[src/hdl/sllld_map.svh]
// register field positions, reset values and timing counts for the serial latch loader
`ifndef SLLLD_MAP_SVH
`define SLLLD_MAP_SVH
`define SLLLD_WORD_W 24
`define SLLLD_WORD_RST 24'h000000
`define SLLLD_SEL_REF 2'h0
`define SLLLD_SEL_FB 2'h1
`define SLLLD_SEL_FUNC 2'h2
`define SLLLD_SEL_INIT 2'h3
`define SLLLD_REF_DIV_MSB 15
`define SLLLD_REF_DIV_LSB 2
`define SLLLD_PW_SEL_HI 17
`define SLLLD_PW_SEL_LO 16
`define SLLLD_TEST_SEL_HI 19
`define SLLLD_TEST_SEL_LO 18
`define SLLLD_LOCK_PRECISION 20
`define SLLLD_GAIN_SELECT 21
`define SLLLD_FB_DIV_MSB 20
`define SLLLD_FB_DIV_LSB 8
`define SLLLD_SYNC_PD_SEL 21
`define SLLLD_CUR2_MSB 20
`define SLLLD_CUR2_LSB 18
`define SLLLD_CUR1_MSB 17
`define SLLLD_CUR1_LSB 15
`define SLLLD_TIMEOUT_MSB 14
`define SLLLD_TIMEOUT_LSB 11
`define SLLLD_FAST_KIND 10
`define SLLLD_FAST_ON 9
`define SLLLD_PUMP_TRI 8
`define SLLLD_CMP_POL 7
`define SLLLD_OUTSEL_MSB 6
`define SLLLD_OUTSEL_LSB 4
`define SLLLD_PD_REQ 3
`define SLLLD_DIV_CLEAR 2
`define SLLLD_LOCK_CNT_NORMAL 3'h3
`define SLLLD_LOCK_CNT_PRECISE 3'h5
`endif

[src/hdl/sllld_pkg.sv]
// types for the serial latch loader
package sllld_pkg;
  typedef logic [23:0] sllld_word_t;
  typedef enum logic [2:0] {
    SLLLD_OUT_TRISTATE = 3'h0,
    SLLLD_OUT_DLOCK = 3'h1,
    SLLLD_OUT_FB_DIV = 3'h2,
    SLLLD_OUT_VDD = 3'h3,
    SLLLD_OUT_REF_DIV = 3'h4,
    SLLLD_OUT_ALOCK = 3'h5,
    SLLLD_OUT_SDO = 3'h6,
    SLLLD_OUT_GND = 3'h7
  } sllld_outsel_t;
  typedef enum logic [1:0] {
    SLLLD_UNLOCKED = 2'h0,
    SLLLD_LOCKED = 2'h1
  } sllld_lock_t;
endpackage

[src/hdl/sllld_lock_qual.sv]
// digital lock-detect qualifier, counting consecutive good comparison cycles
`timescale 1ns/1ns
`include "sllld_map.svh"
module sllld_lock_qual (
  input wire logic sys_clk,
  input wire logic rst_n,
  input wire logic cmp_cycle,
  input wire logic err_small,
  input wire logic err_large,
  input wire logic lock_precision,
  output logic lock_det
);
  import sllld_pkg::*;
  sllld_lock_t st_q, st_d;
  logic [2:0] cnt_q, cnt_d;
  logic [2:0] need;
  always_comb begin
    need = lock_precision ? `SLLLD_LOCK_CNT_PRECISE : `SLLLD_LOCK_CNT_NORMAL;
    st_d = st_q;
    cnt_d = cnt_q;
    if (cmp_cycle) begin
      case (st_q)
        SLLLD_UNLOCKED: begin
          if (!err_small) begin
            cnt_d = 3'h0;
          end else if (cnt_q + 3'h1 >= need) begin
            st_d = SLLLD_LOCKED;
            cnt_d = 3'h0;
          end else begin
            cnt_d = cnt_q + 3'h1;
          end
        end
        SLLLD_LOCKED: begin
          if (err_large) begin
            st_d = SLLLD_UNLOCKED;
          end
        end
        default: begin
          st_d = SLLLD_UNLOCKED;
          cnt_d = 3'h0;
        end
      endcase
    end
  end
  always_ff @(posedge sys_clk) begin
    if (!rst_n) begin
      st_q <= SLLLD_UNLOCKED;
      cnt_q <= 3'h0;
      lock_det <= 1'b0;
    end else begin
      st_q <= st_d;
      cnt_q <= cnt_d;
      lock_det <= (st_d == SLLLD_LOCKED);
    end
  end
endmodule

[src/hdl/sllld_top.sv]
// serial programming port with four word latches, lock qualifier and status output select
// Notes on behaviour
// - each rising serial clock shifts data into a 24-bit register, msb first
// - rising latch strobe copies the shift register into exactly one latch
// - two lowest bits pick reference, feedback, function or initialization latch
// - reference divide value is 14 bits, feedback divide value 13 bits
// - reference word bits 17 and 16 choose the antibacklash pulse width
// - lock asserts after three consecutive small-error cycles when precision is clear
// - with precision bit set, five consecutive small-error cycles are needed
// - lock stays high until a comparison cycle shows a large error
// - function word bits 6 to 4 choose the status output source
// - analog lock source idles high with low pulses on open-drain output
// - comparator takes divided reference and feedback, reports their phase difference
// - feedback word holds gain bit 21, divide value 20 to 8
// - function word fields: powerdown, two currents, timeout, fast settle, polarity, clear
`timescale 1ns/1ns
`include "sllld_map.svh"
module sllld_top (
  input wire logic sys_clk,
  input wire logic rst_n,
  input wire logic ser_clk,
  input wire logic ser_data,
  input wire logic latch_strobe,
  input wire logic ref_div_pulse,
  input wire logic fb_div_pulse,
  input wire logic err_small,
  input wire logic err_large,
  output logic status_out_o,
  output logic status_out_oe,
  output logic [13:0] ref_div_value,
  output logic [12:0] fb_div_value,
  output logic [1:0] pulse_width_sel,
  output logic [1:0] test_sel,
  output logic gain_select,
  output logic sync_powerdown_sel,
  output logic [2:0] current_two,
  output logic [2:0] current_one,
  output logic [3:0] timeout_code,
  output logic fast_settle_kind,
  output logic fast_settle_on,
  output logic pump_tristate,
  output logic comparator_polarity,
  output logic powerdown_request,
  output logic divider_clear,
  output logic cmp_up,
  output logic cmp_down
);
  import sllld_pkg::*;
  // two-flop synchronisers; the first stage feeds only the second
  // a pin pulse shorter than one system cycle may slip between samples
  // data rides the same flops as the serial clock, so their order is kept
  logic [4:0] s1_q, s2_q, s3_q;
  logic [4:0] pins;
  assign pins = {fb_div_pulse, ref_div_pulse, latch_strobe, ser_data, ser_clk};
  always_ff @(posedge sys_clk) begin
    if (!rst_n) begin
      s1_q <= 5'h00;
      s2_q <= 5'h00;
      s3_q <= 5'h00;
    end else begin
      s1_q <= pins;
      s2_q <= s1_q;
      s3_q <= s2_q;
    end
  end
  function automatic logic rise(input logic [4:0] now, input logic [4:0] old, input int i);
    rise = now[i] & ~old[i];
  endfunction
  logic clk_rise, le_rise, ref_rise, fb_rise;
  assign clk_rise = rise(s2_q, s3_q, 0);
  assign le_rise = rise(s2_q, s3_q, 2);
  assign ref_rise = rise(s2_q, s3_q, 3);
  assign fb_rise = rise(s2_q, s3_q, 4);

  // shift register and latches
  // latches reset to zero since no power-on values are defined for them
  sllld_word_t sh_q, sh_d;
  sllld_word_t lat_q [4];
  sllld_word_t lat_d [4];
  always_comb begin
    sh_d = sh_q;
    if (clk_rise) begin
      sh_d = {sh_q[22:0], s2_q[1]};
    end
  end
  genvar g;
  generate
    for (g = 0; g < 4; g++) begin : g_lat
      always_comb begin
        lat_d[g] = lat_q[g];
        if (le_rise && sh_q[1:0] == 2'(g)) begin
          lat_d[g] = sh_q;
        end
      end
      always_ff @(posedge sys_clk) begin
        if (!rst_n) begin
          lat_q[g] <= `SLLLD_WORD_RST;
        end else begin
          lat_q[g] <= lat_d[g];
        end
      end
    end
  endgenerate
  always_ff @(posedge sys_clk) begin
    if (!rst_n) begin
      sh_q <= `SLLLD_WORD_RST;
    end else begin
      sh_q <= sh_d;
    end
  end

  // the function fields come from whichever of function/init was loaded last
  // both words share one layout, so one field decoder serves both
  logic use_init_q, use_init_d;
  sllld_word_t fw;
  always_comb begin
    use_init_d = use_init_q;
    if (le_rise && sh_q[1:0] == `SLLLD_SEL_INIT) begin
      use_init_d = 1'b1;
    end else if (le_rise && sh_q[1:0] == `SLLLD_SEL_FUNC) begin
      use_init_d = 1'b0;
    end
    fw = use_init_q ? lat_q[`SLLLD_SEL_INIT] : lat_q[`SLLLD_SEL_FUNC];
  end
  always_ff @(posedge sys_clk) begin
    if (!rst_n) begin
      use_init_q <= 1'b0;
    end else begin
      use_init_q <= use_init_d;
    end
  end

  // comparator: up on reference edge, down on feedback edge, both clear together
  // edges seen in the same cycle cancel at once, so zero phase error shows no state
  logic up_d, dn_d, cyc;
  always_comb begin
    up_d = cmp_up | ref_rise;
    dn_d = cmp_down | fb_rise;
    cyc = up_d & dn_d;
    if (cyc) begin
      up_d = 1'b0;
      dn_d = 1'b0;
    end
  end
  logic lock_det;
  sllld_lock_qual u_lock (
    .sys_clk(sys_clk),
    .rst_n(rst_n),
    .cmp_cycle(cyc),
    .err_small(err_small),
    .err_large(err_large),
    .lock_precision(lat_q[`SLLLD_SEL_REF][`SLLLD_LOCK_PRECISION]),
    .lock_det(lock_det)
  );

  // status output: open-drain, so a high means release (oe low)
  // oe trails lock by one cycle, the price of driving the pin from a flop
  logic st_lvl, st_drive;
  sllld_outsel_t sel;
  always_comb begin
    sel = sllld_outsel_t'(fw[`SLLLD_OUTSEL_MSB:`SLLLD_OUTSEL_LSB]);
    st_drive = 1'b1;
    st_lvl = 1'b0;
    case (sel)
      SLLLD_OUT_TRISTATE: st_drive = 1'b0;
      SLLLD_OUT_DLOCK: st_lvl = lock_det;
      SLLLD_OUT_FB_DIV: st_lvl = s2_q[4];
      SLLLD_OUT_VDD: st_lvl = 1'b1;
      SLLLD_OUT_REF_DIV: st_lvl = s2_q[3];
      SLLLD_OUT_ALOCK: st_lvl = ~(cmp_up ^ cmp_down);
      SLLLD_OUT_SDO: st_lvl = sh_q[23];
      SLLLD_OUT_GND: st_lvl = 1'b0;
      default: st_lvl = 1'b0;
    endcase
  end

  always_ff @(posedge sys_clk) begin
    if (!rst_n) begin
      status_out_o <= 1'b0;
      status_out_oe <= 1'b0;
      cmp_up <= 1'b0;
      cmp_down <= 1'b0;
      ref_div_value <= 14'h0000;
      fb_div_value <= 13'h0000;
      pulse_width_sel <= 2'h0;
      test_sel <= 2'h0;
      gain_select <= 1'b0;
      sync_powerdown_sel <= 1'b0;
      current_two <= 3'h0;
      current_one <= 3'h0;
      timeout_code <= 4'h0;
      fast_settle_kind <= 1'b0;
      fast_settle_on <= 1'b0;
      pump_tristate <= 1'b0;
      comparator_polarity <= 1'b0;
      powerdown_request <= 1'b0;
      divider_clear <= 1'b0;
    end else begin
      status_out_o <= 1'b0;
      status_out_oe <= st_drive & ~st_lvl;
      cmp_up <= up_d;
      cmp_down <= dn_d;
      ref_div_value <= lat_q[0][`SLLLD_REF_DIV_MSB:`SLLLD_REF_DIV_LSB];
      fb_div_value <= lat_q[1][`SLLLD_FB_DIV_MSB:`SLLLD_FB_DIV_LSB];
      pulse_width_sel <= lat_q[0][`SLLLD_PW_SEL_HI:`SLLLD_PW_SEL_LO];
      test_sel <= lat_q[0][`SLLLD_TEST_SEL_HI:`SLLLD_TEST_SEL_LO];
      gain_select <= lat_q[1][`SLLLD_GAIN_SELECT];
      sync_powerdown_sel <= fw[`SLLLD_SYNC_PD_SEL];
      current_two <= fw[`SLLLD_CUR2_MSB:`SLLLD_CUR2_LSB];
      current_one <= fw[`SLLLD_CUR1_MSB:`SLLLD_CUR1_LSB];
      timeout_code <= fw[`SLLLD_TIMEOUT_MSB:`SLLLD_TIMEOUT_LSB];
      fast_settle_kind <= fw[`SLLLD_FAST_KIND];
      fast_settle_on <= fw[`SLLLD_FAST_ON];
      pump_tristate <= fw[`SLLLD_PUMP_TRI];
      comparator_polarity <= fw[`SLLLD_CMP_POL];
      powerdown_request <= fw[`SLLLD_PD_REQ];
      divider_clear <= fw[`SLLLD_DIV_CLEAR];
    end
  end
endmodule

[config.mk]
export PLATFORM = sky130hd
export DESIGN_NAME = sllld_top
export DESIGN_NICKNAME = d
export VERILOG_FILES = /design/src/hdl/sllld_pkg.sv /design/src/hdl/sllld_lock_qual.sv /design/src/hdl/sllld_top.sv
export VERILOG_INCLUDE_DIRS = /design/src /design/src/hdl
export SDC_FILE = /design/constraint.sdc
export NUM_CORES = 1
export LEC_CHECK = 0
export BUFFER_PORTS_ARGS = -buffer_cell sky130_fd_sc_hd__buf_4
export CORE_UTILIZATION = 25
export DETAILED_ROUTE_END_ITERATION = 7
export GPL_TIMING_DRIVEN = 0
export PLACE_DENSITY_LB_ADDON = 0.05
export SYNTH_ARGS = -nofsm -noshare
export SYNTH_HDL_FRONTEND = slang
export SYNTH_SLANG_ARGS = --single-unit
[constraint.sdc]
create_clock -name sys_clk -period 2.95 [get_ports sys_clk]
set_input_delay 0.4425 -clock sys_clk [delete_from_list [all_inputs] [get_ports sys_clk]]
set_output_delay 0.4425 -clock sys_clk [all_outputs]
set_load 0.02 [all_outputs]
After elaboration in Yosys (flattened, before gate mapping)

Memory sizes are Yosys's and may differ from the RTL's.
Index checks and enable logic that the tools add are counted.

Register bits: 98
RAM bits: 96
Input bits: 9
Output and inout bits: 53
Logic and storage cells: 99
Memories kept: 1

Memory list:

| name  | depth | bits a word | read ports | clocked after memory_dff | wr ports | RTL line        | RTL |
|---|---|---|---|---|---|---|---|
| lat_q | 4     | 24          | 4          | 0                        | 4        | sllld_top.sv:78 | `sllld_word_t lat_q [4];` |

Add/sub/neg operators: 1
$lt $le $gt $ge: 1
Eq/ne operators: 13
Multiplexer cells: 24
Bitwise logic cells: 21
Reduce and logical (&&, ||, !) cells: 12

Operators with widths:

| kind                  | number |
|---|---|
| $mux W24              | 8 |
| $mux W22              | 1 |
| $eq A3 B3 Y1 const B  | 3 |
| $mux W3               | 3 |
| $mux W2               | 4 |
| $not A1 Y1            | 8 |
| $and A1 B1 Y1         | 6 |
| $eq A2 B1 Y1 const B  | 3 |
| $eq A3 B2 Y1 const B  | 2 |
| $or A1 B1 Y1          | 6 |
| $pmux W1 S6           | 1 |
| $pmux W3 S2           | 1 |
| $reduce_and A2 Y1     | 3 |
| $mux W1               | 5 |
| $eq A2 B2 Y1 const B  | 2 |
| $logic_and A1 B1 Y1   | 4 |
| $logic_not A2 Y1      | 2 |
| $pmux W2 S2           | 1 |
| $add A3 B1 Y3 const B | 1 |
| $eq A3 B1 Y1 const B  | 1 |
| $ge A3 B3 Y1          | 1 |
| $logic_not A3 Y1      | 1 |
| $ne A1 B1 Y1 const B  | 2 |
| $reduce_bool A2 Y1    | 1 |
| other kinds (2)       | 2 |

Longest topological paths before layout

Gate-level depths: netlist (run 1).
An unclocked memory read counts as a cell.

Depth after elaboration: 8
Mapped depth: 7

Hierarchy

A second synthesis (run 1) with hierarchy kept.

Cell total of the unflattened synthesis: 654
Area, all modules: 6,139.6 um^2

Modules (own cells, without submodules):

| module          | times used | cells an instance | area an instance (um^2) |
|---|---|---|---|
| sllld_top       | 1          | 617               | 5,789.3 |
| sllld_lock_qual | 1          | 37                | 350.3 |

Worst setup path after synthesis (run 1)

OpenSTA, ideal clock, no wires.

Path kind: register to register
From: reg u_lock.cnt_q[0]
To: reg u_lock.lock_det
Arrival time: 1.549 ns
Data required time: 2.835 ns
Path slack: 1.286 ns
Stages on the path, launching flop included: 8
Path buffers: 0
Period minus slack after synthesis: 1.664 ns
Path through: dfxtp_1 > ha_1 > xor2_1 > ha_1 > a21oi_1 > nand2_1 > a41o_1 > and2_1

Longest elaborated chain between the ends: 7

Ends and longest elaborated chain:

| item                     | RTL line              | RTL |
|---|---|---|
| start: declaration       | sllld_lock_qual.sv:15 | `logic [2:0] cnt_q, cnt_d;` |
| start signal: assignment | sllld_lock_qual.sv:52 | `cnt_q <= cnt_d;` |
| $add A3 B1 Y3            | sllld_lock_qual.sv:26 | `end else if (cnt_q + 3'h1 >= need) begin` |
| $ge A3 B3 Y1             | sllld_lock_qual.sv:26 |  |
| $mux W2                  | sllld_lock_qual.sv:26 |  |
| $mux W2                  | sllld_lock_qual.sv:24 | `if (!err_small) begin` |
| $pmux W2 S2              | sllld_lock_qual.sv:22 | `case (st_q)` |
| $mux W2                  | sllld_lock_qual.sv:21 | `if (cmp_cycle) begin` |
| $eq A2 B1 Y1             | sllld_lock_qual.sv:53 | `lock_det <= (st_d == SLLLD_LOCKED);` |
| end signal: assignment   | sllld_lock_qual.sv:53 |  |
| end: declaration         | sllld_lock_qual.sv:11 | `output logic lock_det` |

Every way passes these cells.
A chain may end at the register's enable or synchronous reset.

Final worst setup path (run 1)

From: reg u_lock.cnt_q[0]
To: reg u_lock.cnt_q[0]

Longest elaborated chain between the ends: 5

Ends and longest elaborated chain:

| item            | RTL line |
|---|---|
| $add A3 B1 Y3 * | sllld_lock_qual.sv:26, sllld_lock_qual.sv:30 |
| $ge A3 B3 Y1    | sllld_lock_qual.sv:26 |
| $mux W3 *       | sllld_lock_qual.sv:26 |
| $mux W3 *       | sllld_lock_qual.sv:24 |
| $pmux W3 S2 *   | sllld_lock_qual.sv:22 |

Every way passes the cells marked *; elsewhere a longest branch is shown, timed or not.

==> results of run 1 <==
==> worst max-delay path, stage by stage, from the launching register on <==
cell	delay [ns]
dfxtp_1	0.32
ha_1	0.22
xor2_1	0.15
ha_1	0.28
a21oi_1	0.19
nand2_1	0.11
nor4_2	0.27
mux2_2	0.21
==> cells in the final DEF, fill, tap and decap left out, types with 4 or more instances in the layout <==
cell type	instances
and2_1	51
inv_1	5
buf_2	21
a21oi_1	101
clkbuf_1	17
nor2_1	27
bufinv_16	4
nand2_1	200
clkbuf_16	17
dfxtp_1	170
clkinvlp_4	4
mux2i_1	19
buf_4	61
==> per-stage QoR <==
stage	setup WS (ns)	total power [mW]	instance area, um2
after floorplan	1.29	2.42	5810
after global placement	1.12	2.47	6610
after detailed placement	1.12	2.47	6610
after CTS	1.11	4.83	7230
after global routing	0.945	4.94	7230
final	1.14	4.76	7230
==> report_power, final <==
group | internal (mW) | total, mW | switching (mW)
logic | 0.0301 | 0.104 | 0.0743
registers | 2.30 | 2.31 | 0.00602
clock network | 1.43 | 2.34 | 0.911
==> worst min path at each step <==
stage	from	endpoint	slack, ns
after global placement	s1_q[4]$_SDFF_PN0_	s2_q[4]$_SDFF_PN0_	0.42
final	ser_clk	s1_q[0]$_SDFF_PN0_	0.22
after global routing	ser_data	s1_q[1]$_SDFF_PN0_	0.20
after floorplan	s1_q[0]$_SDFF_PN0_	s2_q[0]$_SDFF_PN0_	0.41
after detailed placement	s1_q[3]$_SDFF_PN0_	s2_q[3]$_SDFF_PN0_	0.42
after CTS	ser_data	s1_q[1]$_SDFF_PN0_	0.20
==> synth_stat cells (2+ instances only) <==
cell type	instances	area [um2]
mux2i_1	19	190
buf_4	2	15.0
o21ai_0	2	10.0
buf_6	2	22.5
dfxtp_1	170	3400
nand2b_1	3	18.8
nand3b_1	2	15.0
mux2_2	2	22.5
nand2_1	200	751
ha_1	3	37.5
inv_1	5	18.8
o221ai_1	2	17.5
a21oi_1	101	505
and2_1	51	319
a31oi_1	2	12.5
nor2_1	27	101
buf_2	21	105
clkbuf_1	16	60.1
nor3b_1	2	15.0
nor2b_1	2	12.5
and2b_1	2	15.0
==> cell families (layout without fill, tap and decap cells) <==
logic type	Yosys count	count (layout)	share of synthesized area [%]
compound gates	116	116	10.8
xor+xnor	2	2	0.302
fa+ha+maj	3	3	0.646
buf+inv	47	137	3.88
flops	170	170	58.6
mux	21	21	3.66
other cells	1	1	0.0645
simple gates	293	293	22.1
==> routing by layer <==
layer | vias up | track usage, %
li1 | 2273 | -
met1 | 2117 | 17.0
met2 | 68 | 22.1
met3 | 21 | 2.86
met4 | 0 | 5.56
met5 | - | 0
==> layout make-up <==
class / count / area share [%]
flip-flops and latches: 170 / 47.1
clock inverters: 12 / 2.41
clock buffers: 19 / 6.13
plain buffers: 41 / 2.80
inverters: 6 / 0.312
repair buffers: 59 / 6.13
well taps: 285 / 4.93
multi-input cells: 436 / 30.2
==> flip-flops by register name, summed over array words and instances (netlist names), 2 cells and up <==
register,count
s2_q,5
timeout_code,4
test_sel,2
sh_q,24
current_two,3
s3_q,4
fb_div_value,13
s1_q,5
lat_q,73
u_lock.st_q,2
u_lock.cnt_q,3
pulse_width_sel,2
current_one,3
ref_div_value,14
==> impl_metrics.ini, run 1 <==
[setup_path]
r2r_cells = 7
r2r_start = u_lock.cnt_q[0]$_SDFFE_PN0P_
r2r_setup_slack_ns = 1.14
path_max_fanout = 3
endpoint_kind = flop
crit_start = u_lock.cnt_q[0]$_SDFFE_PN0P_
cp-start-kind = flop
crit_path_end = u_lock.cnt_q[0]$_SDFFE_PN0P_
crit_type = flop to flop
r2r_end = u_lock.cnt_q[0]$_SDFFE_PN0P_
cp_data_required_time_ns = 3.32
arrival_ns = 2.18

[placed_design]
dpl.cell_count = 997
place_hpwl_mm = 10.6
place_congestion = 0.757
numPortBuffers = 59

[timing]
tns_ns = 0
drv_slew = 0
finalHoldViolations = 0
max_freq_mhz = 552
rsz0062_at_grt = false
relSlewSlack_pct = 62.8
fin_worst_skew_ns = 0.0108
hold_ws_ns = 0.217
setup_viol = 0
finalCriticalPeriod_ns = 1.81
post-route-period-util_pct = 61.4
tightest_slew_ns = 0.558

[synthesis]
syn-instance-count = 653
synth-main-ff-cell = dfxtp_1
syn_avg_cell_area_um2 = 8.90
syn_nets = 665
async_flop_share_pct = 0
synth_area_um2 = 5810
ys_warn_count = 0
synth_edf_count = 0
synth_cell_type_count = 38
ys_seq_elements = 170
synth-seq-area-share_pct = 58.6

[run]
drv_cap = 0

[cts]
cts_resized = 0
numCtsBuffers = 17
ctsHoldBuffers = 0
path_clk_slew_ns = 0.07
worst_skew_pair.late_latency_ns = 0.43
cts_buffer_depth = 2
cts_sinks = 170
cts_setup_buffers = 0
cts_tree = yes
h-tree-depth = 4
cts_root_buf = clkbuf_16

[floorplan]
die_w_um = 154
num_io_pins = 62
fp.dieH_um = 154
rows = 55
die_area_um2 = 23900
initial_core_util_pct = 25.6
core_area_um2 = 22700

[route]
detail-route-antenna-nets = 0
met3_length_um = 506
drc = 0
routedWlPerCell_um = 14.6
wl_met1_mm = 7.00
vias = 4479
via_per_inst = 4.36
wirelength_mm = 15.0
met2RoutedLength_mm = 7.19
drt_pass1_iterations = 5
first_iter_violations = 188
top_layer = met4

[power_and_ir_drop]
leakagePower_nw = 2.66
vdd_ir_drop_max_mv = 0.300
p_per_area_nw_per_um2 = 658

[status]
status = finished clean

[worst_hold_path]
whs_path_depth = 2
hold_path.class = input pin to flop

[grt]
grtUsageTotal_pct = 13.4
grt_remaining_overflow = 0
grt_pass1_wl_mm = 24.1
grt_max_degree = 17
antenna_found_initial = 0
first_global_vias = 4395

[final_layout]
fin_cells = 1028
layout-drive-gt1-share_pct = 16.2
layout-area-overhead-vs-synth_pct = 24.4
fin_util_pct = 31.8
fillers = 2394
final-seq-area_um2 = 3400
multi_input_area_um2 = 2180
num-nets-final = 743
antenna_cells = 0
No activity file was read; power rests on OpenSTA's default activity.
==> inputs of run 2 (changes only) <==
Clock period 2.95 ns to 1.45 ns, I/O delays scaled along.
==> impl_metrics.ini, run 2 (synthesis gave the netlist of run 1 again) <==
[final_layout]
antenna_cells = 0
reg.largest.list = lat_q x73, sh_q x24, ref_div_value x14
layout-area-overhead-vs-synth_pct = 27.7
largest_reg_flops = 73
num-nets-final = 749
layout_common_cells = 198 x nand2_1, 165 x dfxtp_1, 99 x a21oi_1
regMostFlops = lat_q
final_common_cell = nand2_1
fin_cells = 1035
layout-drive-gt1-share_pct = 18.4

[setup_path]
arrival_ns = 2.06
endpoint_kind = flop
path_max_fanout = 3
cp_data_required_time_ns = 1.82
crit_type = flop to flop
cp-start-kind = flop

[timing]
relSlewSlack_pct = 61.5
tns_ns = -1.09
rsz0062_at_grt = true
drv_slew = 0
worst_slack_ns = -0.244
max_freq_mhz = 590
fin_worst_skew_ns = 0.00841
finalHoldViolations = 0
setup_viol = 5
finalCriticalPeriod_ns = 1.69
tightest_slew_ns = 0.578
post-route-period-util_pct = 117

[floorplan]
initial_core_util_pct = 25.6
fp.dieH_um = 154
rows = 55
num_io_pins = 62
die_area_um2 = 23900
die_w_um = 154
core_area_um2 = 22700

[route]
wirelength_mm = 15.0
routedWlPerCell_um = 14.5
first_iter_violations = 234
detail-route-antenna-nets = 0
via_per_inst = 4.29
drc = 0
drt_pass1_iterations = 4
vias = 4439

[placed_design]
place_congestion = 0.764
numPortBuffers = 59
dpl.cell_count = 997
place_hpwl_mm = 10.6

[cts]
h-tree-depth = 4
cts_root_buf = clkbuf_16
numCtsBuffers = 17
path_clk_slew_ns = 0.07
cts_tree = yes
worst_skew_pair.late_latency_ns = 0.43
cts_sinks = 170
cts_buffer_depth = 2

[grt]
busiest_layer = met2
antenna_found_initial = 0
grt_pass1_wl_mm = 24.1
first_global_vias = 4447
grt_remaining_overflow = 0
use_met2_pct = 22.2
grtUsageTotal_pct = 13.4
grt_use_met3_pct = 3.11
gr-usage-met1_pct = 16.6
grt_max_degree = 17

[power_and_ir_drop]
leakagePower_nw = 2.74
vdd_ir_drop_max_mv = 0.705
p_per_area_nw_per_um2 = 1360

[run]
drv_cap = 0

[worst_hold_path]
hold_path.class = input pin to flop

[status]
violations = setup timing
status = complete, but fails checks
run 2: cell types whose count changed in the layout (fill, tap and decap cells not counted), moves of 3 or more:
cell           previous run  this run
buf_2                    21        15
clkbuf_4                  0         5
dfxtp_1                 170       165
dfxtp_2                   0         5
dlygate4sd3_1             0         5
and2_1                   51        48
and2_4                    0         3
clkbuf_1                 17        14
inv_6                     0         3
run 2: per-layer routing:
layer | part of all wire (%) | vias to the layer above
li1 | - | 2278
met1 | 48 | 2092
met2 | 48 | 53
met3 | 2.8 | 16
met4 | 1.6 | 0
met5 | 0 | -
run 2: final cells by class:
cell class	instances	area, um2
Clock inverter	13	214
Fill cell	2387	15300
Tap cell	285	357
Inverter	6	22.5
Clock buffer	19	453
Timing Repair Buffer	66	508
Sequential cell	170	3410
Multi-Input combinational cell	436	2240
Buffer	40	219
run 2: path summary, 6_finish.rpt:
check                                                   from                           end  slack [ns]  depth (start not counted)
worst max-delay path            u_lock.cnt_q[1]$_SDFFE_PN0P_  u_lock.cnt_q[0]$_SDFFE_PN0P_       -0.24                          7
worst max register to register  u_lock.cnt_q[1]$_SDFFE_PN0P_  u_lock.cnt_q[0]$_SDFFE_PN0P_       -0.24                          7
worst min register to register            s1_q[4]$_SDFF_PN0_            s2_q[4]$_SDFF_PN0_        0.43                          1
worst min-delay path                               err_large    u_lock.lock_det$_SDFF_PN0_        0.15                          3
run 2: through the flow:
step	hold WS [ns]	area [um2]	power (mW)	setup WS [ns]	util, %
2_1_floorplan	0.345	5830	4.93	-0.122	-
3_3_place_gp	0.417	6630	5.02	-0.266	29.2
3_5_place_dp	0.421	6630	5.02	-0.296	29.2
4_1_cts	0.130	7370	10.2	-0.231	32.5
5_1_grt	0.138	7420	10.4	-0.349	32.7
6_report	0.149	7420	10.1	-0.244	32.7
run 2: worst max-delay path, cell delays in order, from the launching register on:
cell	delay, ns
dfxtp_2	0.34
ha_4	0.16
xor2_1	0.14
ha_1	0.30
a21oi_2	0.19
nand2_2	0.10
nor4_4	0.21
mux2_4	0.20
run 2: power by group:
group	leakage, nW	switching [mW]	internal (mW)
Sequential	1.37	0.0125	4.69
Combinational	1.04	0.152	0.0734
Clock	0.321	1.96	3.17
run 2: what timing repair did:
action | in CTS | in global routing
resized for setup | 4 | 26
pin swaps | 3 | 2
setup endpoints to repair | 15 | 57
endpoints found under the hold margin | 5 | 0
buffers inserted | 1 | 1
cloned | 0 | 0
hold buffers | 5 | 0
==> inputs of run 3 (changes only) <==
Settings changed: PLACE_DENSITY set to 0.41, PLACE_DENSITY_LB_ADDON 0.05 to unset.
==> impl_metrics.ini, run 3 (synthesis gave the netlist of run 1 again) <==
[status]
status = complete, but fails checks
violations = setup timing

[route]
drc = 0
via_per_inst = 4.31
wirelength_mm = 14.5
first_iter_violations = 266
routedWlPerCell_um = 13.9
detail-route-antenna-nets = 0
drt_pass1_iterations = 4
vias = 4475

[timing]
tns_ns = -0.912
fin_worst_skew_ns = 0.0104
setup_viol = 5
finalCriticalPeriod_ns = 1.65
tightest_slew_ns = 0.554
post-route-period-util_pct = 114
worst_slack_ns = -0.198
rsz0062_at_grt = true
drv_slew = 0
finalHoldViolations = 0
relSlewSlack_pct = 63.0
max_freq_mhz = 607
hold_ws_ns = 0.135

[final_layout]
layout-area-overhead-vs-synth_pct = 26.9
reg.largest.list = lat_q x73, sh_q x24, ref_div_value x14
design_area_um2 = 7370
layout_common_cells = 198 x nand2_1, 165 x dfxtp_1, 99 x a21oi_1
num-nets-final = 751
fin_cells = 1038
layout-drive-gt1-share_pct = 18.4
final_common_cell = nand2_1
largest_reg_flops = 73
fillers = 2384
regMostFlops = lat_q

[floorplan]
num_io_pins = 62
initial_core_util_pct = 25.6
die_area_um2 = 23900
die_w_um = 154
rows = 55
core_area_um2 = 22700
fp.dieH_um = 154

[setup_path]
path_cells = ha_4, xor2_1, ha_1, a21oi_2, nand2_2, nor4_4, mux2_2
cp-start-kind = flop
cp_data_required_time_ns = 1.82
arrival_ns = 2.02
slowest_stage = dfxtp_2
crit_path_max_incr_delay_ns = 0.33
endpoint_kind = flop
path_max_fanout = 3
r2r_setup_slack_ns = -0.20
crit_type = flop to flop
cpLargestDelayFamily = adder cells
critPathBufInv = 0

[grt]
first_global_vias = 4523
grt_max_degree = 17
grt_pass1_wl_mm = 23.4
grt_remaining_overflow = 0
antenna_found_initial = 0
grtUsageTotal_pct = 12.9

[placed_design]
dpl.cell_count = 997
place_area_um2 = 6630
place_hpwl_mm = 10.4
place_ws_ns = -0.289
numPortBuffers = 59
place_congestion = 0.753

[cts]
cts_sinks = 170
cts_root_buf = clkbuf_16
h-tree-depth = 4
path_clk_slew_ns = 0.07
cts_buffer_depth = 2
numCtsBuffers = 17
worst_skew_pair.late_latency_ns = 0.43
cts_tree = yes

[run]
drv_cap = 0

[worst_hold_path]
hold_path.class = input pin to flop

[power_and_ir_drop]
vdd_ir_drop_max_mv = 0.707
p_per_area_nw_per_um2 = 1310
leakagePower_nw = 2.72
run 3: cell count changes in the layout (fill, tap and decap cells not counted), sizes merged:
cell,previous run,this run
clkinv,3,7
clkinvlp,2,1
inv,9,6
diode,0,1
buf,81,84
bufinv,5,4
run 3: report_power, final:
group	switching, mW	leakage [nW]	internal, mW	total, mW
Clock	1.85	0.298	2.88	4.72
Sequential	0.0124	1.37	4.69	4.70
Combinational	0.149	1.05	0.0731	0.223
Total	2.01	2.72	7.64	9.65
run 3: what timing repair did:
action / 4_1_cts / 5_1_grt
hold buffers: 5 / 0
hold endpoints to repair: 5 / 0
pin swaps: 4 / 4
endpoints found under the setup margin: 15 / 58
gates resized for setup: 4 / 24
buffers inserted: 1 / 3
run 3: path summary, 6_finish.rpt:
path,startpoint,end,cells after the start
worst max-delay path,u_lock.cnt_q[1]$_SDFFE_PN0P_,u_lock.cnt_q[0]$_SDFFE_PN0P_,7
worst min register to register,s2_q[1]$_SDFF_PN0_,sh_q[0]$_SDFFE_PN0P_,2
worst min-delay path,err_large,u_lock.lock_det$_SDFF_PN0_,3
worst max register to register,u_lock.cnt_q[1]$_SDFFE_PN0P_,u_lock.cnt_q[0]$_SDFFE_PN0P_,7
run 3: worst register-to-register path, delay by kind of cell (launching register included):
kind                       cells  cell delay, ns
and+or+nand+nor                2            0.29
xor gates and xnor gates       1            0.14
muxes                          1            0.20
DFF                            1            0.33
adders and majority gates      2            0.46
AOI/OAI and AO/OA              1            0.18
run 3: layout make-up:
| type | count | area (um2) | area share, % |
|---|---|---|---|
| Timing Repair Buffer | 68 | 523 | 7.09 |
| Clock inverter | 12 | 174 | 2.36 |
| Multi-Input combinational cell | 436 | 2240 | 30.3 |
| Tap cell | 285 | 357 | 4.84 |
| Sequential cell | 170 | 3410 | 46.2 |
| Clock buffer | 20 | 437 | 5.92 |
| Antenna cell | 1 | 2.50 | 0.0339 |
| Inverter | 6 | 22.5 | 0.305 |
| Buffer | 40 | 213 | 2.88 |
run 3: metal layers:
layer  GRT usage, %  routed length, um  share of wire (%)
met1           16.0               6690                 46
met2           21.2               6890                 48
met3           3.42                568                3.9
met4           5.19                301                2.1
met5              0                  0                  0
run 3: through the flow:
stage	total power, mW	utilization (%)
floorplan	4.93	-
global placement	5.02	29.2
detailed placement	5.02	29.2
CTS	9.76	32.2
global route	9.99	32.5
finish	9.65	32.5
